### src/slfr_pkg.sv
package slfr_pkg;
   localparam int ADDR_W = 12;
   localparam int DATA_W = 32;
   localparam int LVL_W = 5;
   localparam int FREQ_OFFSET_VALUE_W = 13;
   localparam int SCOPE_W = 18;

   localparam logic [ADDR_W-1:0] FREQ_OFFS = 12'h034;
   localparam logic [ADDR_W-1:0] STAT_OFFS = 12'h420;
   localparam logic [ADDR_W-1:0] LEVEL_OVERRIDE_ENABLE_OFFS = 12'h424;

   localparam int FREQ_OFFSET_VALUE_LSB = 1;
   localparam int DTHR_BIT = 0;
   localparam int SCOPE_LSB = 14;
   localparam int OVEN_BIT = 31;
   localparam int STAT_RSV_BIT = 31;
   localparam int TX_LSB = 26;
   localparam int LOS_LSB = 21;
   localparam int HYS_LSB = 16;
   localparam int LOW_W = 16;

   localparam logic [LVL_W-1:0] TX_OVR_RST = 5'h10;
   localparam logic [LVL_W-1:0] LOS_OVR_RST = 5'h10;
   localparam logic [LVL_W-1:0] HYS_OVR_RST = 5'h10;
   localparam logic [LVL_W-1:0] TX_STAT_RST = 5'h10;
   localparam logic [LVL_W-1:0] LOS_STAT_RST = 5'h12;
   localparam logic [LVL_W-1:0] HYS_STAT_RST = 5'h00;
   localparam logic [LOW_W-1:0] OVR_LOW_RST = 16'h0000;
   localparam logic [SCOPE_W-1:0] SCOPE_RST = 18'h00000;
   localparam logic [FREQ_OFFSET_VALUE_W:0] FREQ_RST = 14'h0000;

   // Offset resolution, parts per million per count, times 1000
   localparam int FREQ_PPM_X1000 = 1526;

   localparam logic [1:0] RESP_OKAY = 2'h0;
   localparam logic [1:0] RESP_SLVERR = 2'h2;
endpackage : slfr_pkg

### src/slfr_regs.sv
// Register access over AXI4-Lite was chosen for this implementation.
`timescale 1ns/1ns
module slfr_regs
   import slfr_pkg::*;
(
   input wire logic aclk,
   input wire logic aresetn,
   input wire logic [ADDR_W-1:0] s_axi_awaddr,
   input wire logic [2:0] s_axi_awprot,
   input wire logic s_axi_awvalid,
   output logic s_axi_awready,
   input wire logic [DATA_W-1:0] s_axi_wdata,
   input wire logic [DATA_W/8-1:0] s_axi_wstrb,
   input wire logic s_axi_wvalid,
   output logic s_axi_wready,
   output logic [1:0] s_axi_bresp,
   output logic s_axi_bvalid,
   input wire logic s_axi_bready,
   input wire logic [ADDR_W-1:0] s_axi_araddr,
   input wire logic [2:0] s_axi_arprot,
   input wire logic s_axi_arvalid,
   output logic s_axi_arready,
   output logic [DATA_W-1:0] s_axi_rdata,
   output logic [1:0] s_axi_rresp,
   output logic s_axi_rvalid,
   input wire logic s_axi_rready,
   input wire logic [FREQ_OFFSET_VALUE_W-1:0] freq_offset_value,
   input wire logic freq_dither_bits,
   input wire logic [LVL_W-1:0] tx_swing_in,
   input wire logic [LVL_W-1:0] signal_loss_threshold_in,
   input wire logic [LVL_W-1:0] boundary_scan_hysteresis_in,
   output logic [LVL_W-1:0] tx_swing_out,
   output logic [LVL_W-1:0] signal_loss_threshold_out,
   output logic [LVL_W-1:0] boundary_scan_hysteresis_out,
   output logic level_override_enable,
   output logic level_status_valid,
   output logic [SCOPE_W-1:0] scope_ctrl
);

   typedef struct packed {
      logic aw_have;
      logic [ADDR_W-1:0] aw_addr;
      logic w_have;
      logic [DATA_W-1:0] w_data;
      logic [DATA_W/8-1:0] w_strb;
      logic bvalid;
      logic [1:0] bresp;
      logic rvalid;
      logic [DATA_W-1:0] rdata;
      logic [1:0] rresp;
      logic [SCOPE_W-1:0] scope;
      logic [FREQ_OFFSET_VALUE_W:0] freq_snap;
      logic [LVL_W-1:0] tx_stat;
      logic [LVL_W-1:0] los_stat;
      logic [LVL_W-1:0] hys_stat;
      logic ovr_en;
      logic [LVL_W-1:0] tx_ovr;
      logic [LVL_W-1:0] los_ovr;
      logic [LVL_W-1:0] hys_ovr;
      logic [LOW_W-1:0] ovr_low;
      logic [LVL_W-1:0] tx_out;
      logic [LVL_W-1:0] los_out;
      logic [LVL_W-1:0] hys_out;
      logic stat_valid;
   } slfr_state_t;

   localparam slfr_state_t ST_RST = '{
      aw_have: 1'b0,
      aw_addr: '0,
      w_have: 1'b0,
      w_data: '0,
      w_strb: '0,
      bvalid: 1'b0,
      bresp: RESP_OKAY,
      rvalid: 1'b0,
      rdata: '0,
      rresp: RESP_OKAY,
      scope: SCOPE_RST,
      freq_snap: FREQ_RST,
      tx_stat: TX_STAT_RST,
      los_stat: LOS_STAT_RST,
      hys_stat: HYS_STAT_RST,
      ovr_en: 1'b0,
      tx_ovr: TX_OVR_RST,
      los_ovr: LOS_OVR_RST,
      hys_ovr: HYS_OVR_RST,
      ovr_low: OVR_LOW_RST,
      tx_out: TX_STAT_RST,
      los_out: LOS_STAT_RST,
      hys_out: HYS_STAT_RST,
      stat_valid: 1'b1
   };

   slfr_state_t q;
   slfr_state_t d;

   function automatic logic [DATA_W-1:0] merge_bytes(
      input logic [DATA_W-1:0] old_v,
      input logic [DATA_W-1:0] new_v,
      input logic [DATA_W/8-1:0] strb
   );
      logic [DATA_W-1:0] res;
      res = old_v;
      for (int i = 0; i < DATA_W/8; i++)
      begin
         if (strb[i])
         begin
            res[i*8 +: 8] = new_v[i*8 +: 8];
         end
      end
      return res;
   endfunction : merge_bytes

   function automatic logic [DATA_W-1:0] read_word(
      input slfr_state_t s,
      input logic [ADDR_W-1:0] a
   );
      logic [DATA_W-1:0] res;
      res = '0;
      unique case (a)
         FREQ_OFFS:
         begin
            res[SCOPE_LSB +: SCOPE_W] = s.scope;
            res[FREQ_OFFSET_VALUE_LSB +: FREQ_OFFSET_VALUE_W] = s.freq_snap[FREQ_OFFSET_VALUE_LSB +: FREQ_OFFSET_VALUE_W];
            res[DTHR_BIT] = s.freq_snap[DTHR_BIT];
         end
         STAT_OFFS:
         begin
            res[STAT_RSV_BIT] = 1'b1;
            res[TX_LSB +: LVL_W] = s.tx_stat;
            res[LOS_LSB +: LVL_W] = s.los_stat;
            res[HYS_LSB +: LVL_W] = s.hys_stat;
         end
         LEVEL_OVERRIDE_ENABLE_OFFS:
         begin
            res[OVEN_BIT] = s.ovr_en;
            res[TX_LSB +: LVL_W] = s.tx_ovr;
            res[LOS_LSB +: LVL_W] = s.los_ovr;
            res[HYS_LSB +: LVL_W] = s.hys_ovr;
            res[LOW_W-1:0] = s.ovr_low;
         end
         default:
         begin
            res = '0;
         end
      endcase
      return res;
   endfunction : read_word

   logic do_write;
   logic do_read;
   logic [DATA_W-1:0] wr_word;

   assign s_axi_awready = !q.aw_have && !q.bvalid;
   assign s_axi_wready = !q.w_have && !q.bvalid;
   assign s_axi_arready = !q.rvalid;
   assign do_write = q.aw_have && q.w_have && !q.bvalid;
   assign do_read = s_axi_arvalid && s_axi_arready;

   always_comb
   begin
      d = q;
      wr_word = merge_bytes(read_word(q, q.aw_addr), q.w_data, q.w_strb);
      if (s_axi_awvalid && s_axi_awready)
      begin
         d.aw_have = 1'b1;
         d.aw_addr = s_axi_awaddr;
      end
      if (s_axi_wvalid && s_axi_wready)
      begin
         d.w_have = 1'b1;
         d.w_data = s_axi_wdata;
         d.w_strb = s_axi_wstrb;
      end
      if (q.bvalid && s_axi_bready)
      begin
         d.bvalid = 1'b0;
      end
      // Live mirror; override does not stop it, only marks it stale
      d.tx_stat = tx_swing_in;
      d.los_stat = signal_loss_threshold_in;
      d.hys_stat = boundary_scan_hysteresis_in;
      if (do_write)
      begin
         d.aw_have = 1'b0;
         d.w_have = 1'b0;
         d.bvalid = 1'b1;
         d.bresp = RESP_OKAY;
         unique case (q.aw_addr)
            FREQ_OFFS:
            begin
               d.scope = wr_word[SCOPE_LSB +: SCOPE_W];
               d.freq_snap = wr_word[FREQ_OFFSET_VALUE_W:0];
            end
            STAT_OFFS:
            begin
               d.bresp = RESP_OKAY;
            end
            LEVEL_OVERRIDE_ENABLE_OFFS:
            begin
               d.ovr_en = wr_word[OVEN_BIT];
               d.tx_ovr = wr_word[TX_LSB +: LVL_W];
               d.los_ovr = wr_word[LOS_LSB +: LVL_W];
               d.hys_ovr = wr_word[HYS_LSB +: LVL_W];
               // Stored as written; software keeps it intact
               d.ovr_low = wr_word[LOW_W-1:0];
            end
            default:
            begin
               d.bresp = RESP_SLVERR;
            end
         endcase
      end
      if (q.rvalid && s_axi_rready)
      begin
         d.rvalid = 1'b0;
      end
      if (do_read)
      begin
         d.rvalid = 1'b1;
         d.rdata = read_word(q, s_axi_araddr);
         d.rresp = RESP_OKAY;
         if (s_axi_araddr != FREQ_OFFS && s_axi_araddr != STAT_OFFS
             && s_axi_araddr != LEVEL_OVERRIDE_ENABLE_OFFS)
         begin
            d.rresp = RESP_SLVERR;
         end
         // Read returns the held sample and then resamples: second read is fresh
         if (s_axi_araddr == FREQ_OFFS)
         begin
            d.freq_snap = {freq_offset_value, freq_dither_bits};
         end
      end
      if (q.ovr_en)
      begin
         d.tx_out = q.tx_ovr;
         d.los_out = q.los_ovr;
         d.hys_out = q.hys_ovr;
      end
      else
      begin
         d.tx_out = q.tx_stat;
         d.los_out = q.los_stat;
         d.hys_out = q.hys_stat;
      end
      d.stat_valid = !d.ovr_en;
   end

   always_ff @(posedge aclk)
   begin
      if (!aresetn)
      begin
         q <= ST_RST;
      end
      else
      begin
         q <= d;
      end
   end

   assign s_axi_bvalid = q.bvalid;
   assign s_axi_bresp = q.bresp;
   assign s_axi_rvalid = q.rvalid;
   assign s_axi_rdata = q.rdata;
   assign s_axi_rresp = q.rresp;
   // Unsigned 5-bit code, larger means more swing
   assign tx_swing_out = q.tx_out;
   assign signal_loss_threshold_out = q.los_out;
   assign boundary_scan_hysteresis_out = q.hys_out;
   assign level_override_enable = q.ovr_en;
   assign level_status_valid = q.stat_valid;
   assign scope_ctrl = q.scope;
endmodule : slfr_regs

### config.mk
export PLATFORM = sky130hd
export DESIGN_NAME = slfr_regs
export DESIGN_NICKNAME = d
export VERILOG_FILES = /design/src/slfr_pkg.sv /design/src/slfr_regs.sv
export SDC_FILE = /design/constraint.sdc
export NUM_CORES = 1
export LEC_CHECK = 0
export BUFFER_PORTS_ARGS = -buffer_cell sky130_fd_sc_hd__buf_2
export CORE_ASPECT_RATIO = 1.4
export CORE_MARGIN = 1.5
export CORE_UTILIZATION = 35
export DETAILED_ROUTE_END_ITERATION = 6
export PLACE_DENSITY = 0.55
export SETUP_SLACK_MARGIN = 0.2
export SLEW_MARGIN = 20
export SYNTH_ARGS = -nofsm -noshare
export SYNTH_HDL_FRONTEND = slang
export SYNTH_SLANG_ARGS = --single-unit
### constraint.sdc
create_clock -name aclk -period 1.85 [get_ports aclk]
set_input_delay 0.185 -clock aclk [delete_from_list [all_inputs] [get_ports aclk]]
set_output_delay 0.185 -clock aclk [all_outputs]
set_load 0.1 [all_outputs]
---- Word level (Yosys, flattened, before mapping) ----
Index checks and enable logic that the tools add are counted.
cells by class
  eq/ne operators ......................... 9
  mux-type cells .......................... 21
  bitwise operators ....................... 1
  reduce and logical (&&, ||, !) cells .... 22
operator list
  kind                                                     count
  two-way mux 32 bit                                       2
  two-way mux 14 bit                                       4
  equality test 12 x 11 -> 1 bit, second input constant    4
  case mux 16 bit (3 select lines)                         1
  two-way mux 35 bit                                       1
  two-way mux 16 bit                                       2
  two-way mux 8 bit                                        4
  case mux 16 bit (2 select lines)                         1
  equality test 12 x 6 -> 1 bit, second input constant     2
  inequality test 12 x 11 -> 1 bit, second input constant  2
  two-way mux 15 bit                                       1
  inequality test 12 x 6 -> 1 bit, second input constant   1
  logical AND 1 bit                                        11
  logical NOT 1 bit                                        5
  two-way mux 2 bit                                        2
  AND reduction 2 bit                                      2
  nonzero test 2 bit                                       2
  two-way mux 3 bit                                        1
  OR reduction 3 bit                                       1
  two-way mux 1 bit                                        2
  OR reduction 2 bit                                       1
  NOT 1 bit                                                1
word-level totals
  register bits ........................... 183
  input port bits ......................... 102
  output and inout bits ................... 76
  logic and storage cells ................. 77

---- Depth between registers and ports, before layout ----
Gate-level depths: netlist (run 1).
  depth in word-level cells ............... 7
  depth in mapped cells ................... 8
  mapped depth without buffers ............ 4

---- Least setup slack after synthesis (run 1) ----
Ideal clock, no wire load.
  path type ............................... reg-to-reg
  from .................................... register q (netlist bit s_axi_bvalid)
  to ...................................... register q[136] (netlist name)
  library setup time ...................... 0.070 ns
  arrival time ............................ 3.128 ns
  required time ........................... 1.780 ns
  setup slack ............................. -1.348 ns
  cell stages (with the launch flop) ...... 7
  path buffers ............................ 2
  period minus slack after synthesis ...... 3.198 ns
  cells stage by stage .................... dfxtp_1 > nor2_1 > and2_1 > clkbuf_1 > clkbuf_1 > nand2_1 > a21oi_1
on the way
  cells in the longest elaborated chain, start to end .. 3
ends and longest elaborated chain
  item                      line              source
  start: declaration        slfr_regs.sv:94   slfr_state_t q;
  start signal: assignment  slfr_regs.sv:253  q <= ST_RST;
  start signal: assignment  slfr_regs.sv:257  q <= d;
  logical NOT 1 bit         slfr_regs.sv:155  assign s_axi_wready = !q.w_have && !q.bvalid;
  logical AND 1 bit         slfr_regs.sv:155
  net s_axi_wready          slfr_regs.sv:15   output logic s_axi_wready,
  logical AND 1 bit         slfr_regs.sv:169  if (s_axi_wvalid && s_axi_wready)
The timed path passes the listed nets, and every way through them passes these cells.
A chain may end at the register's enable or synchronous reset.

---- Worst setup path after layout (run 1) ----
  from .................................... register q[181] (netlist name)
  to ...................................... register q[69] (netlist name)
on the way
  cells in the longest elaborated chain, start to end .. 7
  elaborated cells between the ends (all ways) .. 8
  classes of those cells .................. 2 x eq/ne; 6 x mux
ends and longest elaborated chain
  item                            line              source
  equality test 12 x 11 -> 1 bit  slfr_regs.sv:120  unique case (a)
  two-way mux 16 bit              -
  two-way mux 8 bit               slfr_regs.sv:106  if (strb[i])
  two-way mux 14 bit *            slfr_regs.sv:189  unique case (q.aw_addr)
  two-way mux 14 bit *            slfr_regs.sv:183  if (do_write)
  two-way mux 14 bit              slfr_regs.sv:229  if (s_axi_araddr == FREQ_OFFS)
  two-way mux 14 bit *            slfr_regs.sv:218  if (do_read)
Mark *: on every way between the ends. The rest lies on a longest branch, timed or not.

==> metrics.md, run 1 <==
| Metric | Value |
|---|---|
| Max Cap Violations | `0` |
| Synth top area cells | `dfxtp_1 43%, nand2_1 7.9%, a21oi_1 7.4%, buf_4 6.6%, mux2i_1 3.5%` |
| Gpl congestion | `0.864` |
| Share of cells above drive strength 1 | `31.7%` |
| Cell Area, Synth | `0.00849 mm2` |
| Status | `finished, final reports clean` |
| H-tree Lvls | `4` |
| Setup Total Neg Slack | `0 ns` |
| TritonCTS Buffers | `17` |
| Crit-path slowest cell | `dfxtp_2` |
| Final core occ | `46.0%` |
| CTS tree | `yes` |
| Clock Latency Late Sink | `0.43 ns` |
| Antenna diodes | `0` |
| Root Buffer | `clkbuf_16` |
| Final Max Tran Viols | `0` |
| CP endpoint kind | `flop` |
| Syn_area_per_cell | `8.45 um2` |
| Crit path DAT | `2.03 ns` |
| Yosys top cell area share | `42.7%` |
| Avg WL per Cell | `18.1 um` |
| PwrDens | `805 mW/mm2` |
| Core Area | `0.0239 mm2` |
| Detail Placement HPWL | `18400 um` |
| Die ar. | `0.0252 mm2` |
| Grt total ovfl | `0` |
| Initial core utilization | `35.5%` |
| Startpoint types | `flop` |
| Final net count | `1250` |
| First-pass GRT wire length | `40800 um` |
| Worst path max stage delay | `0.33 ns` |
| Max Clock Freq | `596 MHz` |
| VDD IR max | `0.705 mV` |
| Post-synthesis sequential area ratio | `42.7%` |
| Crit Path Class | `flop to flop` |
| Area delta synth->final | `29.4%` |
| CTS Sinks | `181` |
| Async set-reset flop share out of synthesis | `0%` |
| Synthesis warning total | `0` |
| Worst Path Required | `2.20 ns` |
| Period utilization | `90.7%` |
| # rows | `67` |
| Clk slew on worst S/H paths | `0.07 ns` |
| Iteration-0 DRC Markers | `455` |
| Vias | `7664` |
| Setup violations, final | `0` |
| Port Buf Inserts | `169` |
| Initial antenna violation count | `0` |
| Num ports | `178` |
| Top FF cell, synth | `dfxtp_1` |
| Post-synthesis cell type count | `54` |
| CP cell instances | `nor4b_4, buf_6, and3_4, nand4_4, clkbuf_16, o221ai_1` |
| Number of global-route vias before repair | `7463` |
| Die Ht | `187 um` |
| Chip width | `135 um` |
| Final Critical Period | `1.68 ns` |
| Pin count of the biggest net entering global routing | `103` |
| Slew headroom | `63.4%` |
| HP Class | `primary input to flop` |
| Clk_skew | `0.0126 ns` |
| Number of synthesized flops with an enable pin | `0` |
| Top delay family on crit path | `simple AND/OR/NAND/NOR gates` |
| Gate Count Post-Synth | `1005` |
| Post-route ant nets | `0` |
| Vias/cell | `5.21` |
| P_leak | `0.00425 uW` |
| Flops & latches, synth | `181` |
| Synth area leader | `dfxtp_1` |
| 1st-pass router iterations | `5` |
| RSZ-0062 raised after global routing | `yes` |
| Detailed-route DRC error count | `0` |
| GRT Util Overall | `20.9%` |
| Max clock buf depth | `2` |
| Least-Margin Pin Slew | `0.553 ns` |
| Final wirelength | `26700 um` |
| WP buf/inv | `2` |
| Crit Path Max Fanout | `8` |
| Final hold viol count | `0` |
[worst min-delay path, stage by stage]
cell and delay [ns]:
buf_2 0.09, nand2_1 0.05, a21oi_1 0.05
[worst paths after layout]
path / startpoint / endpoint / slack, ns / cells after the start
worst max-delay path: q[181]$_SDFFE_PN0P_ / q[69]$_SDFF_PN0_ / 0.17 / 6
worst min-delay path: s_axi_awaddr[7] / q[177]$_SDFFE_PN0P_ / 0.004 / 3
worst max register to register: q[181]$_SDFFE_PN0P_ / q[69]$_SDFF_PN0_ / 0.17 / 6
worst min register to register: s_axi_rdata[18]$_SDFFE_PN0P_ / s_axi_rdata[18]$_SDFFE_PN0P_ / 0.45 / 2
[synthesized netlist by cell type, drive strengths merged (2+ instances only)]
master / count
nand2b: 26
a311oi: 14
mux2: 15
o2111ai: 15
o221ai: 14
inv: 14
a21o: 16
mux2i: 30
nor4: 4
clkbuf: 62
a211oi: 15
a31oi: 3
nor3: 5
nor2: 27
nand3: 50
dfxtp: 181
and2: 17
and3b: 5
o31ai: 2
o211ai: 7
a21oi: 125
nand4: 9
o21ai: 18
nor4b: 3
nor2b: 7
buf: 92
nand2: 178
and3: 6
a32oi: 16
o221a: 6
o41ai: 7
nand3b: 4
nor4bb: 2
[cell usage in the layout, fill, tap and decap left out, drive strengths merged, types with 8 or more instances in the layout]
master	n
buf	235
a211oi	15
o2111ai	15
nand2	178
mux2i	30
o21ai	18
nand2b	26
clkbuf	24
clkinv	8
o221ai	14
dfxtp	181
inv	18
nand4	9
a21oi	125
nor2	27
mux2	15
and2	17
a21o	16
a32oi	16
dlygate4sd3	38
a311oi	14
nand3	50
[cells by family (layout without fill, tap and decap cells)]
group           count (synthesis)  after routing  share of synthesized area, %
compound gates                264            264                          20.5
buf+inv                       169            324                          11.2
flops                         181            181                          42.7
mux                            45             45                          5.57
other cells                     1              2                        0.0442
simple gates                  345            345                          20.0
[cell type report]
| type | instances | area, um2 |
|---|---|---|
| Multi-Input combinational cell | 656 | 4280 |
| Inverter | 15 | 57.6 |
| Timing Repair Buffer | 277 | 2030 |
| Fill cell | 2389 | 12900 |
| Clock buffer | 20 | 458 |
| Clock inverter | 12 | 118 |
| Sequential cell | 181 | 3650 |
| Tap cell | 310 | 388 |
[flip-flops by register name, indices dropped and copies added, names as in the netlist]
signal	cells
level_status_valid	1
s_axi_bvalid	1
s_axi_rdata	32
signal_loss_threshold_out	5
boundary_scan_hysteresis_out	5
s_axi_rresp	1
scope_ctrl	18
tx_swing_out	5
q	110
s_axi_bresp	1
s_axi_rvalid	1
level_override_enable	1
[routing by layer]
| metal | track usage, % | share of wire [%] | wire (um) | vias to the layer above |
|---|---|---|---|---|
| met5 | 0 | 0 | 0 | - |
| met4 | 6.53 | 2.0 | 532 | 0 |
| met3 | 2.44 | 4.0 | 1080 | 29 |
| met2 | 40.3 | 54 | 14500 | 213 |
| met1 | 23.3 | 40 | 10600 | 3643 |
| li1 | - | - | - | 3779 |
[stage by stage]
| stage | setup slack (ns) | hold slack (ns) | total power, uW | std cells | instance area, um2 |
|---|---|---|---|---|---|
| 6_report | 0.172 | 0.00382 | 8850 | 1471 | 11000 |
| 5_1_grt | 0.0946 | 0.00371 | 9190 | 1471 | 11000 |
| 4_1_cts | 0.181 | 0.000248 | 8870 | 1459 | 10600 |
| 2_1_floorplan | 0.0786 | 0.286 | 4870 | 1006 | 8590 |
| 3_3_place_gp | -0.0926 | 0.387 | 5200 | 1388 | 9490 |
| 3_5_place_dp | -0.109 | 0.371 | 5210 | 1388 | 9490 |
[where the power goes]
part / leakage, uW / switching (uW) / internal (uW)
logic: 0.00249 / 727 / 428
registers: 0.00148 / 93.3 / 4010
clock network: 0.000287 / 1630 / 1960
[timing repair]
| item | in CTS | in global routing |
|---|---|---|
| resized for setup | 27 | 75 |
| setup endpoints to repair | 64 | 65 |
| hold endpoints to repair | 38 | 0 |
| buffers inserted | 1 | 9 |
| cloned | 0 | 3 |
| pin swaps | 2 | 24 |
| hold buffers | 38 | 0 |
No activity file was read; power rests on OpenSTA's default activity.
==> run 2, diff against run 1 <==
- CORE_UTILIZATION: 35 -> 40
- PLACE_DENSITY: 0.55 -> 0.63
- REMOVE_ABC_BUFFERS: unset -> 1
==> run 2 against run 1 <==
The flow now finishes with violations (design-rule violations). Cell count decreased by 2.7%. Core utilization rose by 7.6 points. Total power down 0.37%. Via count is 1.3% higher. Clock power shrank 3%. Combinational power is 5% higher. Worst hold slack improved by 0.0047 ns. First-iteration DRC count rose by 9.5%. Die area decreased by 12%. Non-clock buffer count up 15. Setup slack worse by 0.023 ns. Fmax is 1.4% lower. Critical endpoint is now q[68]$_SDFF_PN0_.
==> metrics.md, run 2 (synthesized netlist as in run 1, its figures left out) <==
| Metric | Value |
|---|---|
| Status | `complete, but fails checks` |
| Failing checks | `design-rule violations` |
| GRT Util Overall | `22.8% (+1.9 points)` |
| TritonCTS Buffers | `17 (unchanged)` |
| Grt total ovfl | `0 (unchanged)` |
| Hold path depth | `3 (unchanged)` |
| Avg WL per Cell | `17.8 um (-1.9%)` |
| Core Area | `0.0206 mm2 (-14%)` |
| First-pass GRT wire length | `39800 um (-2.6%)` |
| RSZ-0062 raised after global routing | `yes` |
| Gpl congestion | `0.805 (-6.8%)` |
| Clk slew on worst S/H paths | `0.07 ns (about the same)` |
| Die Ht | `175 um (-6.4%)` |
| Port Buf Inserts | `169 (unchanged)` |
| Sw Share | `27.4% (-0.28 points)` |
| Vias/cell | `5.42 (+4.1%)` |
| Largest reg by FF count | `q` |
| P_leak | `0.00429 uW (+0.88%)` |
| Power share of the clock group | `39.6% (-1.0 points)` |
| R2R Path Start | `q[173]$_SDFFE_PN0P_` |
| CP cell instances | `buf_6, nor4b_4, buf_4, buf_8, o21ai_2, a311oi_4, o221ai_1` |
| FF-to-FF setup slack | `0.15 ns (-0.02 ns)` |
| Crit Path Class | `flop to flop` |
| Post-route ant nets | `0 (unchanged)` |
| Commonest non-fill, non-tap cell in the layout | `nand2_1` |
| Area delta synth->final | `30.3%` |
| CTS Sinks | `181 (unchanged)` |
| 1st-pass router iterations | `7 (+2)` |
| Most frequent cells in the layout | `177 x nand2_1, 176 x dfxtp_1, 166 x buf_2` |
| Setup violations, final | `0 (unchanged)` |
| Antenna diodes | `0 (unchanged)` |
| Combinational Power Share | `13.7% (+0.7 points)` |
| Reg2reg end | `q[68]$_SDFF_PN0_` |
| Final core occ | `53.6% (+7.6 points)` |
| Crit path DAT | `2.01 ns (-0.02 ns)` |
| Crit-path slowest cell | `dfxtp_2` |
| Period utilization | `92.0% (+1.3 points)` |
| H-tree Lvls | `4 (unchanged)` |
| Startpoint types | `flop` |
| Final wirelength | `25500 um (-4.5%)` |
| Detail Placement HPWL | `16400 um (-11%)` |
| Hold wc startpoint | `s_axi_rready` |
| Final instance area | `0.0111 mm2 (+0.70%)` |
| VDD IR max | `0.655 mV (-7.0%)` |
| Pin count of the biggest net entering global routing | `77 (-25%)` |
| Max clock buf depth | `2 (unchanged)` |
| Die ar. | `0.0221 mm2 (-12%)` |
| CP endpoint kind | `flop` |
| Final Max Tran Viols | `0 (unchanged)` |
| Initial core utilization | `41.2% (+5.6 points)` |
| Final hold viol count | `0 (unchanged)` |
| Detailed-route DRC error count | `10 (+10)` |
| Root Buffer | `clkbuf_16` |
| Max Cap Violations | `0 (unchanged)` |
| Sequential Power Share | `46.7% (+0.3 points)` |
| Slew headroom | `57.3% (-6.1 points)` |
| Clock Latency Late Sink | `0.43 ns (about the same)` |
| Worst Path Required | `2.15 ns (-0.05 ns)` |
| Dpl cell area | `0.00949 mm2 (unchanged)` |
| Crit Path Max Fanout | `7 (-1)` |
| Max reg flops | `110 (unchanged)` |
| NetSw | `2420 uW (-1.4%)` |
| Worst path max stage delay | `0.33 ns (about the same)` |
| Num ports | `178 (unchanged)` |
| Final net count | `1265 (+1.2%)` |
| Clk_skew | `0.0141 ns (+0.00153 ns)` |
| Final Critical Period | `1.70 ns (+0.0233 ns)` |
| Max Clock Freq | `588 MHz (-1.4%)` |
| Iteration-0 DRC Markers | `498 (+9.5%)` |
| Hold EP | `s_axi_rvalid$_SDFFE_PN0P_` |
| HP Class | `primary input to flop` |
| PwrDens | `797 mW/mm2 (-1.1%)` |
| Vias | `7767 (+1.3%)` |
| R2R depth | `7 (+1)` |
| Share of cells above drive strength 1 | `30.3% (-1.4 points)` |
| Number of global-route vias before repair | `7642 (+2.4%)` |
| Chip width | `126 um (-6.3%)` |
| Internal power of the cells | `6400 uW (about the same)` |
| Initial antenna violation count | `0 (unchanged)` |
| Least-Margin Pin Slew | `0.639 ns (+0.0862 ns)` |
| # rows | `62 (-7.5%)` |
| CTS tree | `yes` |
==> run 2: cell count changes in the layout (fill, tap and decap cells not counted), moves of 5 or more <==
cell	before	now
a21oi_1	119	125
a21oi_2	6	0
buf_12	14	19
clkinvlp_4	0	5
dfxtp_1	167	176
dfxtp_2	9	4
dlygate4sd3_1	38	47
o41ai_4	0	5
==> run 2: stage by stage <==
stage	TNS (ns)	std cells	setup slack (ns)	hold slack, ns	total power (uW)
after floorplan	-191.06	852	-2.57	0.247	4750
after global placement	0	1343	0.0430	0.372	5210
after detailed placement	0	1343	0.00318	0.374	5220
after CTS	0	1428	0.164	0.000886	8800
after global routing	0	1432	0.0700	0.00879	9140
final	0	1432	0.148	0.00852	8820
==> run 2: timing repair <==
action	4_1_cts	5_1_grt
setup endpoints to repair	61	66
hold endpoints to repair	46	1
resized for setup	37	54
hold buffers	46	1
setup buffers	6	2
gates cloned	1	1
pin swaps	4	35
==> run 2: cell type report <==
cell class	instances	area, um2
fill	1948	9570
tap	256	320
sequential	181	3630
timing repair buffer	292	2210
multi-input combinational	656	4280
inverter	15	61.3
clock inverter	12	103
clock buffer	20	457
==> run 2: critical path: cells and delay by family (launching register included) <==
kind / cells / cell delay (ns)
AO/OA/AOI/OAI: 3 / 0.52
buffers and inverters: 3 / 0.45
flip-flops: 1 / 0.33
AND/OR/NAND/NOR: 1 / 0.28
==> run 2: worst max-delay path by stage <==
stage | from | end | slack (ns) | depth (start not counted)
global placement | q[172]$_SDFFE_PN0P_ | q[17]$_SDFFE_PN0P_ | 0.04 | 4
finish | q[173]$_SDFFE_PN0P_ | q[68]$_SDFF_PN0_ | 0.15 | 7
floorplan | s_axi_rvalid$_SDFFE_PN0P_ | s_axi_rdata[0]$_SDFFE_PN0P_ | -2.57 | 4
global route | q[173]$_SDFFE_PN0P_ | q[73]$_SDFF_PN0_ | 0.07 | 7
detailed placement | q[171]$_SDFFE_PN0P_ | q[19]$_SDFFE_PN0P_ | 0.003 | 4
CTS | q[177]$_SDFFE_PN0P_ | q[70]$_SDFF_PN0_ | 0.16 | 7
==> run 2: routing by layer <==
layer | global-route usage (%) | vias to the layer above | wire length, um
met4 | 5.94 | 0 | 282
li1 | - | 3801 | -
met5 | 0 | - | 0
met2 | 43.2 | 247 | 13500
met3 | 3.96 | 24 | 1230
met1 | 26.2 | 3695 | 10400
==> run 2: power by group through the flow <==
| stage | Clock [uW] | Sequential, uW | Combinational (uW) |
|---|---|---|---|
| floorplan | 0 | 4310 | 440 |
| global placement | 0 | 4190 | 1020 |
| detailed placement | 0 | 4190 | 1030 |
| CTS | 3540 | 4110 | 1150 |
| global route | 3710 | 4130 | 1300 |
| finish | 3490 | 4120 | 1210 |
